==> config.mk <==
export PLATFORM = sky130hd
export DESIGN_NAME = serial_iq_output_port
export DESIGN_NICKNAME = d
export VERILOG_FILES = /design/src/core/iq_port_pkg.sv /design/src/core/serial_iq_output_port.sv /design/src/core/sclk_divider.sv
export SDC_FILE = /design/constraint.sdc
export NUM_CORES = 1
export LEC_CHECK = 0
export ABC_AREA = 1
export BUFFER_PORTS_ARGS = -buffer_cell sky130_fd_sc_hd__clkbuf_2
export CORE_MARGIN = 1.5
export CORE_UTILIZATION = 55
export DETAILED_ROUTE_END_ITERATION = 12
export PLACE_DENSITY = 0.78
export SYNTH_ARGS = -nofsm -noshare
export SYNTH_HDL_FRONTEND = slang
export SYNTH_SLANG_ARGS = --single-unit
==> constraint.sdc <==
create_clock -name pclk -period 3.87 [get_ports pclk]
set_clock_uncertainty 0.05 [all_clocks]
set_input_delay 0.5805 -clock pclk [delete_from_list [all_inputs] [get_ports pclk]]
set_output_delay 0.5805 -clock pclk [all_outputs]
set_load 0.01 [all_outputs]
==> src/core/iq_port_pkg.sv <==
// Constants, field layout and carrier types of the serial I/Q output port
package iq_port_pkg;

  // Clocking
  localparam int unsigned PCLK_MHZ     = 40;
  localparam int unsigned SCLK_MAX_MHZ = 52;
  // Least divide ratio that keeps the serial clock under its ceiling
  localparam int unsigned MIN_RATIO    =
    (PCLK_MHZ + SCLK_MAX_MHZ - 1) / SCLK_MAX_MHZ;
  localparam logic [2:0]  MIN_DIV      = 3'(MIN_RATIO - 1);

  // Word sizes
  localparam int unsigned SAMPLE_W = 24;
  localparam int unsigned SHORT_W  = 16;
  localparam int unsigned SHIFT_W  = 2 * SAMPLE_W;
  localparam int unsigned CNT_W    = 6;

  // Register map: printed offsets are indices, byte address is four times
  localparam int unsigned ADDR_W     = 12;
  localparam logic [7:0]  CTRL_IDX   = 8'h21;
  localparam logic [7:0]  STAT_IDX   = 8'h22;
  localparam logic [ADDR_W-1:0] CTRL_ADDR = {2'h0, CTRL_IDX, 2'h0};
  localparam logic [ADDR_W-1:0] STAT_ADDR = {2'h0, STAT_IDX, 2'h0};

  // Control reset: bus master, channel A on output a, mode 00, 16 bits
  localparam logic [7:0]  CTRL_RESET = 8'h88;

  // Status field positions
  localparam int unsigned ST_PENDING_BIT = 0;
  localparam int unsigned ST_ACTIVE_BIT  = 1;
  localparam int unsigned ST_MASTER_BIT  = 2;

  // Frame sync mode codes
  localparam logic [1:0]  FS_TWICE = 2'h2;
  localparam logic [1:0]  FS_HELD  = 2'h3;

  typedef struct packed {
    logic       chan_map;
    logic [1:0] fs_mode;
    logic       long_word;
    logic       bus_master_select;
    logic [2:0] serial_clock_divider;
  } ctrl_t;

  typedef struct packed {
    logic [SAMPLE_W-1:0] i_a;
    logic [SAMPLE_W-1:0] q_a;
    logic [SAMPLE_W-1:0] i_b;
    logic [SAMPLE_W-1:0] q_b;
  } sample_t;

  typedef struct packed {
    logic serial_clock;
    logic frame_sync_out;
    logic serial_data_out_a;
    logic serial_data_out_a_oe_n;
    logic serial_data_out_b;
    logic serial_data_out_b_oe_n;
  } serial_pins_t;

  typedef enum logic [1:0] {
    ST_IDLE,
    ST_SYNC,
    ST_SHIFT
  } port_state_t;

endpackage

==> src/core/serial_iq_output_port.sv <==
// Serial I/Q output port with APB control and shared framing
//
// The APB interface to the registers was chosen for this implementation.
`timescale 1ns/100ps
`default_nettype none
module serial_iq_output_port
  import iq_port_pkg::*;
(
  // Clock and reset
  input  wire logic              pclk,
  input  wire logic              presetn,
  // APB slave
  input  wire logic              psel,
  input  wire logic              penable,
  input  wire logic              pwrite,
  input  wire logic [ADDR_W-1:0] paddr,
  input  wire logic [31:0]       pwdata,
  output logic      [31:0]       prdata,
  output logic                   pready,
  output logic                   pslverr,
  // Filtered sample pair from the receive channels
  input  wire logic              sample_valid,
  input  wire sample_t           sample,
  output logic                   sample_ready,
  // Serial link pins
  output serial_pins_t           pins
);

  typedef struct packed {
    ctrl_t                ctrl;
    logic [31:0]          prdata;
    logic                 pending;
    sample_t              buf_data;
    port_state_t          state;
    ctrl_t                frame_cfg;
    logic [SHIFT_W-1:0]   sh_a;
    logic [SHIFT_W-1:0]   sh_b;
    logic [CNT_W-1:0]     bit_cnt;
    logic                 fs_out;
    logic                 fs_smp;
    logic                 d_a;
    logic                 d_b;
    logic                 oe_n;
  } port_reg_t;

  port_reg_t s_r;
  port_reg_t s_nxt;

  logic             sclk;
  logic             rise;
  logic             fall;
  logic             setup;
  logic             access;
  logic             hit_ctrl;
  logic             hit_stat;
  logic [31:0]      status;
  logic             can_start;
  logic [CNT_W-1:0] word_len;
  logic [CNT_W-1:0] last_bit;
  logic             fs_held;
  logic             fs_twice;
  logic             last_step;
  logic             mid_step;
  logic [31:0]      rd_mux;

  logic [SHIFT_W-1:0] load_a;
  logic [SHIFT_W-1:0] load_b;

  // Divider writes act at once; change it only while no frame runs
  sclk_divider u_div (
    .pclk    (pclk),
    .presetn (presetn),
    .div     (s_r.ctrl.serial_clock_divider),
    .sclk    (sclk),
    .rise    (rise),
    .fall    (fall)
  );

  assign setup    = psel && !penable;
  assign access   = psel && penable;
  assign hit_ctrl = (paddr == CTRL_ADDR);
  assign hit_stat = (paddr == STAT_ADDR);

  always_comb begin
    status                 = 32'h0;
    status[ST_PENDING_BIT] = s_r.pending;
    status[ST_ACTIVE_BIT]  = (s_r.state != ST_IDLE);
    status[ST_MASTER_BIT]  = s_r.ctrl.bus_master_select;
  end

  // Read mux; registered in the setup cycle so prdata leaves a flip-flop
  always_comb begin
    rd_mux = 32'h0;
    if (hit_ctrl) begin
      rd_mux = {24'h0, s_r.ctrl};
    end else if (hit_stat) begin
      rd_mux = status;
    end
  end

  // start only with a loaded pair
  assign can_start = s_r.pending && s_r.ctrl.bus_master_select;

  // word length of the running frame
  assign word_len = s_r.frame_cfg.long_word ? CNT_W'(SAMPLE_W)
                                            : CNT_W'(SHORT_W);
  assign last_bit = CNT_W'({word_len, 1'b0} - 7'h1);

  // Framing style of the running frame; codes 00 and 01 act alike
  assign fs_held  = (s_r.frame_cfg.fs_mode == FS_HELD);
  assign fs_twice = (s_r.frame_cfg.fs_mode == FS_TWICE);

  // Last bit of the frame, and the bit before the last I bit
  assign last_step = (s_r.bit_cnt == last_bit);
  assign mid_step  = (s_r.bit_cnt == word_len - CNT_W'(2));

  // Left-align both words; short words keep the upper bits
  function automatic logic [SHIFT_W-1:0] pack_words(
    input logic                long_w,
    input logic [SAMPLE_W-1:0] iw,
    input logic [SAMPLE_W-1:0] qw
  );
    logic [SHIFT_W-1:0] r;
    r = '0;
    if (long_w) begin
      r = {iw, qw};
    end else begin
      r = {iw[SAMPLE_W-1 -: SHORT_W], qw[SAMPLE_W-1 -: SHORT_W],
           {(SHIFT_W - 2*SHORT_W){1'b0}}};
    end
    return r;
  endfunction

  always_comb begin
    load_a = '0;
    load_b = '0;
    if (s_r.ctrl.chan_map) begin
      load_a = pack_words(s_r.ctrl.long_word,
                          s_r.buf_data.i_a, s_r.buf_data.q_a);
      load_b = pack_words(s_r.ctrl.long_word,
                          s_r.buf_data.i_b, s_r.buf_data.q_b);
    end else begin
      load_a = pack_words(s_r.ctrl.long_word,
                          s_r.buf_data.i_b, s_r.buf_data.q_b);
      load_b = pack_words(s_r.ctrl.long_word,
                          s_r.buf_data.i_a, s_r.buf_data.q_a);
    end
  end

  always_comb begin
    s_nxt = s_r;

    // Register writes take effect in the access phase only
    if (access && pwrite && hit_ctrl) begin
      s_nxt.ctrl = ctrl_t'(pwdata[7:0]);
    end
    // Read data prepared in setup so it leaves a flip-flop
    if (setup) begin
      s_nxt.prdata = rd_mux;
    end

    // one pair buffered until a frame takes it
    if (sample_valid && !s_r.pending) begin
      s_nxt.pending  = 1'b1;
      s_nxt.buf_data = sample;
    end

    // frame sync seen on the falling serial edge
    if (fall) begin
      s_nxt.fs_smp = s_r.fs_out;
    end

    if (rise) begin
      unique case (s_r.state)
        ST_IDLE: begin
          s_nxt.oe_n   = 1'b1;
          s_nxt.fs_out = 1'b0;
          if (can_start) begin
            s_nxt.state = ST_SYNC;
          end
        end
        ST_SYNC: begin
          // frame begins at the rise after the sample
          if (s_nxt.fs_smp) begin
            s_nxt.state   = ST_SHIFT;
            s_nxt.bit_cnt = '0;
            s_nxt.oe_n    = 1'b0;
            s_nxt.d_a     = s_r.sh_a[SHIFT_W-1];
            s_nxt.d_b     = s_r.sh_b[SHIFT_W-1];
            s_nxt.sh_a    = {s_r.sh_a[SHIFT_W-2:0], 1'b0};
            s_nxt.sh_b    = {s_r.sh_b[SHIFT_W-2:0], 1'b0};
            // sync stays high over the data in held mode only
            s_nxt.fs_out  = fs_held;
          end else begin
            s_nxt.state  = ST_IDLE;
            s_nxt.fs_out = 1'b0;
          end
        end
        ST_SHIFT: begin
          if (last_step) begin
            s_nxt.oe_n   = 1'b1;
            s_nxt.fs_out = 1'b0;
            s_nxt.state  = ST_IDLE;
            if (can_start) begin
              s_nxt.state = ST_SYNC;
            end
          end else begin
            // one bit per clock, Q after I
            s_nxt.bit_cnt = s_r.bit_cnt + CNT_W'(1);
            s_nxt.d_a     = s_r.sh_a[SHIFT_W-1];
            s_nxt.d_b     = s_r.sh_b[SHIFT_W-1];
            s_nxt.sh_a    = {s_r.sh_a[SHIFT_W-2:0], 1'b0};
            s_nxt.sh_b    = {s_r.sh_b[SHIFT_W-2:0], 1'b0};
            if (fs_held) begin
              // held to the last Q bit
              s_nxt.fs_out = 1'b1;
            end else if (fs_twice) begin
              // second pulse during the last I bit
              s_nxt.fs_out = mid_step;
            end else begin
              s_nxt.fs_out = 1'b0;
            end
          end
        end
        default: begin
          // Illegal state code; fall back to idle with outputs released
          s_nxt.state  = ST_IDLE;
          s_nxt.oe_n   = 1'b1;
          s_nxt.fs_out = 1'b0;
        end
      endcase

      // Load on entry to sync; one shared config for both outputs
      if (s_nxt.state == ST_SYNC && s_r.state != ST_SYNC) begin
        // sync pulse one full clock before data
        s_nxt.fs_out    = 1'b1;
        // frame config shared by both outputs
        s_nxt.frame_cfg = s_r.ctrl;
        s_nxt.pending   = 1'b0;
        s_nxt.sh_a = load_a;
        s_nxt.sh_b = load_b;
      end
    end
  end

  always_ff @(posedge pclk or negedge presetn) begin
    if (!presetn) begin
      s_r           <= '0;
      s_r.ctrl      <= ctrl_t'(CTRL_RESET);
      s_r.frame_cfg <= ctrl_t'(CTRL_RESET);
      s_r.state     <= ST_IDLE;
      s_r.oe_n      <= 1'b1;
    end else begin
      s_r <= s_nxt;
    end
  end

  // Zero wait states; unmapped addresses answer with an error
  assign pready       = 1'b1;
  assign pslverr      = access && !(hit_ctrl || hit_stat);
  assign prdata       = s_r.prdata;
  // Freed the cycle after a frame takes the pair
  assign sample_ready = !s_r.pending;

  // outputs change with serial rise only
  always_comb begin
    pins                        = '0;
    pins.serial_clock           = sclk;
    pins.frame_sync_out         = s_r.fs_out;
    pins.serial_data_out_a      = s_r.d_a;
    pins.serial_data_out_b      = s_r.d_b;
    pins.serial_data_out_a_oe_n = s_r.oe_n;
    pins.serial_data_out_b_oe_n = s_r.oe_n;
  end

endmodule // serial_iq_output_port
`default_nettype wire

==> src/core/sclk_divider.sv <==
// Serial clock divider with rise and fall tick outputs
`timescale 1ns/100ps
`default_nettype none
module sclk_divider
  import iq_port_pkg::*;
(
  // Clock and reset
  input  wire logic       pclk,
  input  wire logic       presetn,
  // Divider word
  input  wire logic [2:0] div,
  // Serial clock and edge ticks
  output logic            sclk,
  output logic            rise,
  output logic            fall
);

  typedef struct packed {
    logic [2:0] cnt;
    logic       sclk;
  } div_state_t;

  div_state_t s_r;
  div_state_t s_nxt;
  logic [2:0] div_eff;
  logic [2:0] half;

  assign div_eff = (div < MIN_DIV) ? MIN_DIV : div;
  assign half    = 3'((4'(div_eff) + 4'h2) >> 1);

  always_comb begin
    s_nxt = s_r;
    if (s_r.cnt >= div_eff) begin
      s_nxt.cnt = 3'h0;
    end else begin
      s_nxt.cnt = s_r.cnt + 3'h1;
    end
    s_nxt.sclk = (s_nxt.cnt < half);
  end

  always_ff @(posedge pclk or negedge presetn) begin
    if (!presetn) begin
      s_r <= '0;
    end else begin
      s_r <= s_nxt;
    end
  end

  // Next edge is a serial rise or fall; ratio one is pclk itself
  assign rise = (s_r.cnt >= div_eff);
  assign fall = (div_eff == 3'h0) || (s_r.sclk && !s_nxt.sclk);
  assign sclk = (div_eff == 3'h0) ? pclk : s_r.sclk;

endmodule // sclk_divider
`default_nettype wire

Yosys cells after proc, flatten, opt, wreduce, memory -nomap -nowiden:

Index checks and enable logic that the tools add are counted.

* logic and storage cells: 106
* register bits after elaboration: 253
* bits of input ports: 146
* output and inout port bits: 41

* equality and inequality tests: 15
* magnitude comparators: 3
* reduce and logical (&&, ||, !) cells: 24
* add/subtract/negate cells: 5
* muxes and demuxes: 35

Operator list (count)
* 102-bit 2-to-1 mux: 2
* 102-bit case mux with 2 select lines: 1
* 97-bit 2-to-1 mux: 1
* 48-bit 2-to-1 mux: 2
* 96-bit 2-to-1 mux: 1
* 32-bit 2-to-1 mux: 2
* 12-bit by 8-bit == test with 1-bit output (second input constant): 2
* 6-bit == test: 2
* 3-bit 2-to-1 mux: 4
* 1-bit 2-to-1 mux: 11
* 2-bit 2-to-1 mux: 5
* 1-bit logical AND: 9
* 8-bit 2-to-1 mux: 1
* 4-bit AND reduction: 2
* 6-bit by 1-bit adder with 6-bit output (second input constant): 1
* 2-bit == test (second input constant): 3
* 2-bit inequality test (second input constant): 3
* 3-bit inequality test (second input constant): 2
* 2-bit case mux with 3 select lines: 1
* 5-bit by 2-bit subtractor with 6-bit output (second input constant): 1
* 6-bit by 1-bit subtractor with 6-bit output (second input constant): 1
* 3-bit by 2-bit adder with 4-bit output (second input constant): 1
* 2-bit by 1-bit == test with 1-bit output (second input constant): 2
* 1-bit logical NOT: 4
* 15 further kinds: 18

Longest topological paths before layout:

Gate-level depths: netlist of the first run.

* word-level depth: 16
* gate-level depth with buffers: 22

Modules after synthesis:

Synthesis of the first run repeated with hierarchy kept, for this count alone.

* cell total of the unflattened synthesis: 1571
* area total of the unflattened synthesis: 12384.4 um^2

By module, submodules not included
* serial_iq_output_port: cells an instance 1530, instances 1, area each 12056.6 um^2, sequential area each 5634.2 um^2
* sclk_divider: cells an instance 41, instances 1, area each 327.8 um^2, sequential area each 100.1 um^2

==> impl_metrics.py, run 1 <==
metrics = {
    "outcome": {
        "status": "finished clean",
    },
    "placement": {
        "pre_cts_ws_ns": 0.6764,
        "gp_congestion": 0.8109,
        "dp_hpwl_um": 17240,
        "io_buffers": 137,
    },
    "clock_tree": {
        "postCtsSetupBuffers": 0,
        "cts_tree": "yes",
        "clk_latency_ns": 0.66,
        "clk_pin_slew_ns": 0.06,
    },
    "timing": {
        "hold_viol_final": 0,
        "period_share_pct": 82.95,
        "setup_tns_ns": 0,
        "slew_headroom_pct": 35.07,
        "layout_min_cycle_time_ns": 3.210,
        "slew_violations": 0,
        "rsz0062_at_grt": "no",
        "finalSetupViolations": 0,
        "fin_ws_ns": 0.6597,
        "fmax_mhz": 311.5,
        "worst_hold_slack_ns": 0.09580,
        "tightest_slew_ns": 0.9740,
    },
    "min_path": {
        "min_path_type": "input port to flop",
        "holdPathStages": 2,
        "hp-start": "sample[29]",
        "min_to": "s_r[146]",
    },
    "pwr": {
        "power_density_mw_per_mm2": 420.9,
        "total_power_mw": 5.855,
        "peakVddDrop_v": 0.0003440,
        "p_leak_nw": 7.363,
    },
    "synth": {
        "synth_fa_ha_area_share_pct": 1.333,
        "yosysTopAreaCellShare_pct": 46.35,
        "yosysTopAreaCell": "dfrtp_1",
        "synthMuxAreaShare_pct": 10.75,
        "synth_compound_area_share_pct": 7.579,
        "ys_seq_elements": 229,
        "syn_avg_cell_area_um2": 8.294,
        "ys_warn_count": 0,
        "synth-simple-area-share_pct": 24.96,
        "synth_area_leaders": "dfrtp_1, nand2_1, mux2_2",
        "yosysSeqAreaShare_pct": 47.00,
        "synth_cells": 1471,
        "synth_top_family_by_area": "simple AND/OR/NAND/NOR gates",
        "synthXorXnorAreaFrac_pct": 0.07179,
        "ys_types": 33,
        "syn_area_mm2": 0.01220,
    },
    "critical_path": {
        "r2r_start": "s_r[248]",
        "end_kind": "flop",
        "reg2reg_to": "s_r[52]",
        "r2r_slack_ns": 0.66,
        "arrival_ns": 3.66,
        "cp.required_ns": 4.32,
        "critPathMaxFanout": 38,
        "critPathLaunchType": "flop",
        "rr_worst_depth": 15,
        "critical_path_class": "flop to flop",
    },
    "die": {
        "dieArea_mm2": 0.02309,
        "core-area_mm2": 0.02182,
        "die_h_um": 151.9,
        "die_w_um": 151.9,
        "start_util_pct": 55.91,
        "rows": 54,
        "ios": 187,
    },
    "grt": {
        "grt_pass1_wl_um": 45400,
        "grt_pass1_vias": 9240,
        "grtUsageTotal_pct": 23.38,
        "overflow": 0,
        "antenna_found_initial": 0,
        "grt_max_degree": 110,
    },
    "routing": {
        "ant_nets": 0,
        "first_pass_iters": 6,
        "wl_um": 26840,
        "dr_total_vias": 9950,
        "drtIter0Drc": 822,
        "drc": 0,
        "viasPerCell": 5.384,
        "wire_per_inst_um": 14.52,
    },
    "final_layout": {
        "drive_above_1_share_pct": 20.03,
        "antenna_cells": 0,
        "syn2layout_area_growth_pct": 14.02,
        "layout_commonest_cell": "nand2_1",
        "nets": 1709,
        "n_fill_cell": 1786,
        "mostFrequentLayoutCells": "nand2_1, dfrtp_1, nand3_1, clkbuf_2, mux2_2",
    },
    "flow_run": {
        "cap_violations": 0,
    },
}
==> per-stage QoR <==
stage	util, %	instance area [um^2]	std cells
floorplan	-	12290	1494
global placement	59.25	12930	1798
detailed placement	59.25	12930	1798
CTS	63.74	13910	1848
global route	63.74	13910	1848
finish	63.74	13910	1848
==> layer usage <==
metal | track usage [%] | vias up | share of wire (%)
li1 | - | 4896 | -
met1 | 33.66 | 4696 | 46
met2 | 36.67 | 316 | 47
met3 | 4.221 | 42 | 5.5
met4 | 5.964 | 0 | 1.7
met5 | 0 | - | 0
==> cell type report <==
| class | instances | area, um^2 | share of cell area [%] |
|---|---|---|---|
| flip-flops and latches | 229 | 5736 | 41.23 |
| well taps | 280 | 350.3 | 2.518 |
| inverters | 74 | 277.8 | 1.997 |
| clock buffers | 40 | 838.3 | 6.026 |
| repair buffers | 160 | 998.5 | 7.178 |
| clock inverters | 10 | 136.4 | 0.9804 |
| multi-input cells | 1055 | 5574 | 40.07 |
==> cells in the mapped netlist, drive strengths merged <==
cell and instances:
o22ai 3, buf 85, mux2 88, conb 2, nor3 3, clkbuf 51
nor2 28, nand3 146, nor4 3, inv 74, or2 2, dfrtp 226
o211ai 64, nand2 562, ha 13, nand3b 1, xnor2 1, mux2i 32
o31ai 5, o21ai 50, dfstp 3, nand4 3, a21oi 26
==> report_power, final <==
| group | internal [mW] | switching [mW] | total [mW] |
|---|---|---|---|
| Combinational | 0.217 | 0.283 | 0.500 |
| Clock | 1.71 | 1.02 | 2.73 |
| Sequential | 2.53 | 0.102 | 2.63 |
==> kinds of logic after synthesis <==
| logic type | after synthesis |
|---|---|
| other | 2 |
| XOR/XNOR | 1 |
| AO/OA/AOI/OAI | 148 |
| multiplexers | 120 |
| flip-flops | 229 |
| adder cells (fa/ha/maj) | 13 |
| AND/OR/NAND/NOR | 748 |
| buffers and inverters | 210 |
==> critical path, cell delays in order (launching register included) <==
cell	delay, ns
dfrtp_1	0.39
inv_1	0.12
ha_1	0.26
a21oi_1	0.20
nand2_1	0.12
nor2_1	0.16
ha_1	0.27
a21oi_1	0.15
nand2_1	0.09
nand2_1	0.08
nand3_1	0.09
nand3_1	0.19
nand3_4	0.40
buf_12	0.34
nand3_1	0.09
nand2_1	0.08
==> worst max-delay path by stage <==
stage                     slack (ns)     start  endpoint  cells past startpoint
after detailed placement        0.68  s_r[248]   pins[3]                     14
after global placement          0.79  s_r[248]   s_r[77]                     15
after floorplan                 0.93      pclk   pins[5]                      2
after CTS                       0.66  s_r[248]   s_r[52]                     15
after global routing            0.32  s_r[248]   pins[1]                     17
final                           0.66  s_r[248]   s_r[52]                     15
==> what timing repair did <==
item                                   CTS  global route
hold buffers                             1             0
gates resized for setup                  0             0
endpoints found under the hold margin   77             0
==> sequential cells by signal, indices dropped and copies added, names as in the netlist <==
| signal | cells |
|---|---|
| u_div.s_r | 4 |
| pins | 4 |
| s_r | 213 |
| prdata | 8 |
(Power assumes the default switching activity.)
==> run 2: changes to the inputs <==
- ABC_AREA: 1 -> 0
- clock period: 3.87 -> 3.3 ns (I/O delays scaled with it)
==> impl_metrics.py, run 2 <==
metrics = {
    "pwr": {
        "p_leak_nw": 6.079,
        "power_density_mw_per_mm2": 577.4,
        "peakVddDrop_v": 0.0003743,
        "total_power_mw": 8.021,
    },
    "synth": {
        "yosysTopAreaCellShare_pct": 49.13,
        "ys_warn_count": 0,
        "ys_types": 50,
        "synth.top_cells.by_count": "dfrtp_1, mux2_2, nand2_1",
        "synth.most_common_cell": "dfrtp_1",
        "synth_area_leaders": "dfrtp_1, mux2_2, mux4_2",
        "synth_edf_count": 0,
        "synth_cells": 925,
        "synth-main-ff-cell": "dfrtp_1",
        "yosysTopAreaCell": "dfrtp_1",
        "ys_seq_elements": 229,
        "ys_async_sr_fraction_pct": 100.0,
        "syn_avg_cell_area_um2": 12.45,
        "syn_area_mm2": 0.01151,
        "yosysSeqAreaShare_pct": 49.81,
    },
    "final_layout": {
        "syn2layout_area_growth_pct": 20.68,
        "stdcell_area_mm2": 0.01389,
        "drive_above_1_share_pct": 45.42,
        "nets": 1221,
        "antenna_cells": 0,
        "mostFrequentLayoutCells": "dfrtp_1, clkbuf_2, mux2_2, nand2_1, o221a_2",
        "largest_reg_flops": 213,
        "final_core_util_pct": 68.22,
        "top_register": "s_r",
        "layout_commonest_cell": "dfrtp_1",
    },
    "clock_tree": {
        "cts_tree": "yes",
        "clk_pin_slew_ns": 0.06,
        "clk_latency_ns": 0.64,
    },
    "die": {
        "die_w_um": 147.7,
        "dieArea_mm2": 0.02181,
        "core-area_mm2": 0.02036,
        "start_util_pct": 56.53,
        "ios": 187,
        "rows": 52,
        "die_h_um": 147.7,
    },
    "critical_path": {
        "critPathLaunchType": "flop",
        "end_kind": "flop",
        "crit_start": "s_r[248]",
        "arrival_ns": 3.66,
        "critical_path_class": "flop to flop",
        "cp.required_ns": 3.77,
        "critPathMaxFanout": 8,
        "r2r_start": "s_r[248]",
    },
    "placement": {
        "io_buffers": 137,
        "gp_congestion": 0.8631,
        "dpl_cell_area_mm2": 0.01242,
        "pre_cts_ws_ns": -0.2844,
        "dp_hpwl_um": 16130,
    },
    "grt": {
        "grt_max_degree": 73,
        "grtUsageTotal_pct": 23.59,
        "antenna_found_initial": 0,
        "grt_pass1_vias": 7895,
        "overflow": 0,
        "grt_pass1_wl_um": 40980,
    },
    "timing": {
        "worst_hold_slack_ns": 0.03134,
        "period_share_pct": 96.77,
        "layout_min_cycle_time_ns": 3.194,
        "fmax_mhz": 313.1,
        "tightest_slew_ns": 0.9186,
        "hold_viol_final": 0,
        "slew_violations": 0,
        "slew_headroom_pct": 38.25,
        "finalSetupViolations": 0,
        "fin_ws_ns": 0.1064,
    },
    "min_path": {
        "hp-start": "sample[17]",
        "min_path_type": "input port to flop",
    },
    "outcome": {
        "status": "finished clean",
    },
    "routing": {
        "drc": 0,
        "dr_total_vias": 8203,
        "wl_um": 26970,
        "first_pass_iters": 6,
        "viasPerCell": 6.072,
        "wire_per_inst_um": 19.96,
        "ant_nets": 0,
        "drtIter0Drc": 637,
    },
    "flow_run": {
        "cap_violations": 0,
    },
}
-- run 2: changes by cell type in the layout (fill, tap and decap cells not counted), sizes merged, moves of 6 or more --
cell / previous run / this run
a21oi: 26 / 7
a221o: 0 / 33
buf: 24 / 40
clkinvlp: 0 / 6
inv: 74 / 14
mux2: 88 / 135
mux4: 0 / 32
nand2: 562 / 103
nand2b: 0 / 35
nand3: 146 / 3
nor2: 28 / 45
o211ai: 64 / 1
o21ai: 50 / 20
o221a: 0 / 62
-- run 2: logic make-up (layout without fill, tap and decap cells) --
| logic type | Yosys count | after routing | share of synthesized area (%) |
|---|---|---|---|
| other cells | 2 | 25 | 0.06523 |
| xor+xnor | 1 | 1 | 0.07609 |
| simple gates | 211 | 218 | 8.380 |
| flops | 229 | 229 | 49.81 |
| mux | 203 | 203 | 22.60 |
| fa+ha+maj | 13 | 13 | 1.413 |
| compound gates | 149 | 149 | 12.16 |
| buf+inv | 117 | 243 | 5.499 |
-- run 2: path summary, 6_finish.rpt --
path                        endpoint  slack, ns  depth (start not counted)
max reg2reg                  s_r[19]       0.11                         14
min in group asynchronous   s_r[208]       0.34                          2
max in group asynchronous   s_r[249]       2.01                          3
max                          s_r[19]       0.11                         14
min reg2reg                prdata[6]       0.44                          2
min                         s_r[134]       0.03                          2
-- run 2: metal layers --
| layer | global-route usage (%) | up-vias | wire length (um) |
|---|---|---|---|
| li1 | - | 3660 | - |
| met1 | 32.63 | 4156 | 11850 |
| met2 | 37.66 | 328 | 12590 |
| met3 | 4.846 | 59 | 1804 |
| met4 | 7.500 | 0 | 724 |
| met5 | 0 | - | 0 |
-- run 2: critical path, stage by stage (launching register included) --
cell and delay, ns:
dfrtp_1 0.39, inv_2 0.08, ha_4 0.20, a21o_1 0.20, a31oi_4 0.16, and2_4 0.19, ha_4 0.14, a21oi_2 0.05
o211ai_1 0.30, a21oi_2 0.10, o311ai_4 0.43, buf_6 0.20, nand2_8 0.10, clkbuf_16 0.21, o221a_2 0.27
-- run 2: timing repair --
item	in CTS	in global routing
pin swaps	2	12
setup endpoints to repair	94	94
resized for setup	4	30
hold buffers	1	0
endpoints found under the hold margin	59	0
cloned	1	13
buffers inserted	1	7
-- run 2: final cells by class --
cell class | count | area (um^2)
sequential | 229 | 5739
timing repair buffer | 180 | 1229
inverter | 13 | 48.80
clock inverter | 18 | 291.5
tap | 270 | 337.8
multi-input combinational | 609 | 5510
fill | 1428 | 6471
clock buffer | 32 | 737.0
-- run 2: report_power, final --
| group | leakage (nW) | internal [mW] | switching (mW) |
|---|---|---|---|
| Clock | 0.488 | 2.15 | 1.21 |
| Combinational | 2.58 | 0.741 | 0.459 |
| Sequential | 3.01 | 3.15 | 0.309 |
| Total | 6.08 | 6.04 | 1.98 |
-- run 2: stage by stage --
step / cells / setup TNS, ns
final: 1351 / 0
after global routing: 1351 / -0.6245
after CTS: 1331 / 0
after detailed placement: 1279 / -18.91
after global placement: 1279 / -12.07
after floorplan: 948 / 0
==> run 3: changes to the inputs <==
- CTS_BUF_LIST: not set -> sky130_fd_sc_hd__clkbuf_8
- CTS_CLUSTER_SIZE: not set -> 16
==> impl_metrics.py, run 3 (synthesized netlist as in run 2, its figures left out) <==
metrics = {
    "pwr": {
        "p_switching_mw": 1.946,
        "p_seq_share_pct": 47.8,
        "intPower_mw": 5.326,
        "switching_share_pct": 26.76,
        "combPwrFrac_pct": 17.5,
        "power_density_mw_per_mm2": 523.1,
        "peakVddDrop_v": 0.0003921,
        "p_leak_nw": 6.124,
        "p_clk_share_pct": 34.7,
    },
    "grt": {
        "grtUsageTotal_pct": 23.60,
        "antenna_found_initial": 0,
        "overflow": 0,
        "grt_pass1_vias": 8009,
        "grt_pass1_wl_um": 40690,
        "grt_max_degree": 73,
    },
    "routing": {
        "wl_um": 27060,
        "dr_total_vias": 8185,
        "drtIter0Drc": 522,
        "wire_per_inst_um": 19.68,
        "ant_nets": 0,
        "viasPerCell": 5.953,
        "first_pass_iters": 5,
        "drc": 0,
    },
    "timing": {
        "tightest_slew_ns": 0.5937,
        "slew_headroom_pct": 60.12,
        "rsz0062_at_grt": "yes",
        "period_share_pct": 98.74,
        "worst_hold_slack_ns": 0.02833,
        "hold_viol_final": 0,
        "finalSetupViolations": 0,
        "fmax_mhz": 306.9,
        "slew_violations": 0,
        "layout_min_cycle_time_ns": 3.259,
    },
    "clock_tree": {
        "clk_latency_ns": 0.64,
        "cts_tree": "yes",
        "clk_pin_slew_ns": 0.06,
    },
    "critical_path": {
        "end_kind": "flop",
        "critPathLaunchType": "flop",
        "critPathMaxFanout": 15,
        "critical_path_class": "flop to flop",
        "cp.required_ns": 3.76,
        "arrival_ns": 3.72,
    },
    "placement": {
        "dp_hpwl_um": 16130,
        "dpl_cell_area_mm2": 0.01242,
        "gp_congestion": 0.8631,
        "io_buffers": 137,
    },
    "flow_run": {
        "cap_violations": 0,
    },
    "outcome": {
        "status": "finished clean",
    },
    "die": {
        "dieArea_mm2": 0.02181,
        "die_w_um": 147.7,
        "start_util_pct": 56.53,
        "core-area_mm2": 0.02036,
        "die_h_um": 147.7,
        "ios": 187,
        "rows": 52,
    },
    "final_layout": {
        "largest_reg_flops": 213,
        "drive_above_1_share_pct": 45.43,
        "n_fill_cell": 1444,
        "antenna_cells": 0,
        "nets": 1236,
        "stdcell_area_mm2": 0.01390,
        "syn2layout_area_growth_pct": 20.77,
        "layout_commonest_cell": "dfrtp_1",
        "top_register": "s_r",
        "mostFrequentLayoutCells": "dfrtp_1, clkbuf_2, mux2_2, nand2_1, clkbuf_8",
    },
    "min_path": {
        "min_path_type": "input port to flop",
    },
}
run 3: changes by cell type in the layout (fill, tap and decap cells not counted), sizes merged:
cell	previous run	this run
buf	40	41
bufinv	7	0
clkbuf	171	191
clkinv	4	5
clkinvlp	6	1
inv	14	28
run 3: timing repair:
action                                  in CTS  in global routing
gates resized for setup                      4                 52
buffers inserted                             1                  8
endpoints found under the setup margin      94                 96
pin swaps                                    1                 12
cloned                                       1                 15
hold buffers                                 1                  0
hold endpoints to repair                    59                  0
run 3: final timing paths:
| kind | startpoint | to | slack [ns] | cells past startpoint |
|---|---|---|---|---|
| max | u_div.s_r[3] | s_r[21] | 0.04 | 13 |
| min | pwdata[2] | s_r[248] | 0.03 | 3 |
| max reg2reg | u_div.s_r[3] | s_r[21] | 0.04 | 13 |
| min reg2reg | prdata[7] | prdata[7] | 0.43 | 2 |
| max in group asynchronous | presetn | pins[0] | 2.02 | 3 |
| min in group asynchronous | presetn | s_r[208] | 0.36 | 2 |
run 3: routing by layer:
metal  global-route usage, %  part of all wire (%)  vias to the layer above
met2                   36.66                    47                      303
li1                        -                     -                     3698
met3                   6.019                   7.0                       60
met1                   32.07                    44                     4124
met4                   9.150                   2.4                        0
met5                       0                     0                        -
run 3: critical path, cell delays in order (launching register included):
cell      delay (ns)
dfrtp_1         0.41
ha_4            0.25
a21o_1          0.20
a31oi_4         0.17
and2_4          0.19
ha_4            0.20
a21oi_2         0.10
o211ai_1        0.16
a2111o_1        0.46
o311ai_4        0.15
buf_6           0.20
nand2_8         0.10
buf_6           0.21
o221a_2         0.28
run 3: per-stage QoR:
| stage | util (%) | setup TNS [ns] | worst slack (ns) | power [mW] | std cells |
|---|---|---|---|---|---|
| after floorplan | - | 0 | 0.007624 | 4.187 | 948 |
| after global placement | 61.01 | -12.07 | -0.1981 | 4.474 | 1279 |
| after detailed placement | 61.01 | -18.91 | -0.2844 | 4.530 | 1279 |
| after CTS | 65.02 | 0 | 0.001511 | 7.069 | 1353 |
| after global routing | 68.27 | -3.291 | -0.09043 | 7.610 | 1375 |
| final | 68.27 | 0 | 0.04145 | 7.273 | 1375 |
run 3: layout make-up:
type                            instances  area, um^2  area share (%)
Tap cell                              270       337.8           2.430
Multi-Input combinational cell        609        5725           41.18
Timing Repair Buffer                  182        1270           9.134
Sequential cell                       229        5739           41.28
Clock buffer                           51       693.2           4.986
Clock inverter                         21       88.84          0.6390
Inverter                               13       48.80          0.3510
run 3: power by group through the flow:
| stage | Sequential [mW] | Clock, mW | Combinational [mW] |
|---|---|---|---|
| final | 3.48 | 2.52 | 1.27 |
| after floorplan | 3.37 | 0.0141 | 0.807 |
| after global routing | 3.51 | 2.72 | 1.38 |
| after CTS | 3.43 | 2.58 | 1.05 |
| after global placement | 3.46 | 0.0115 | 0.999 |
| after detailed placement | 3.48 | 0.0115 | 1.04 |
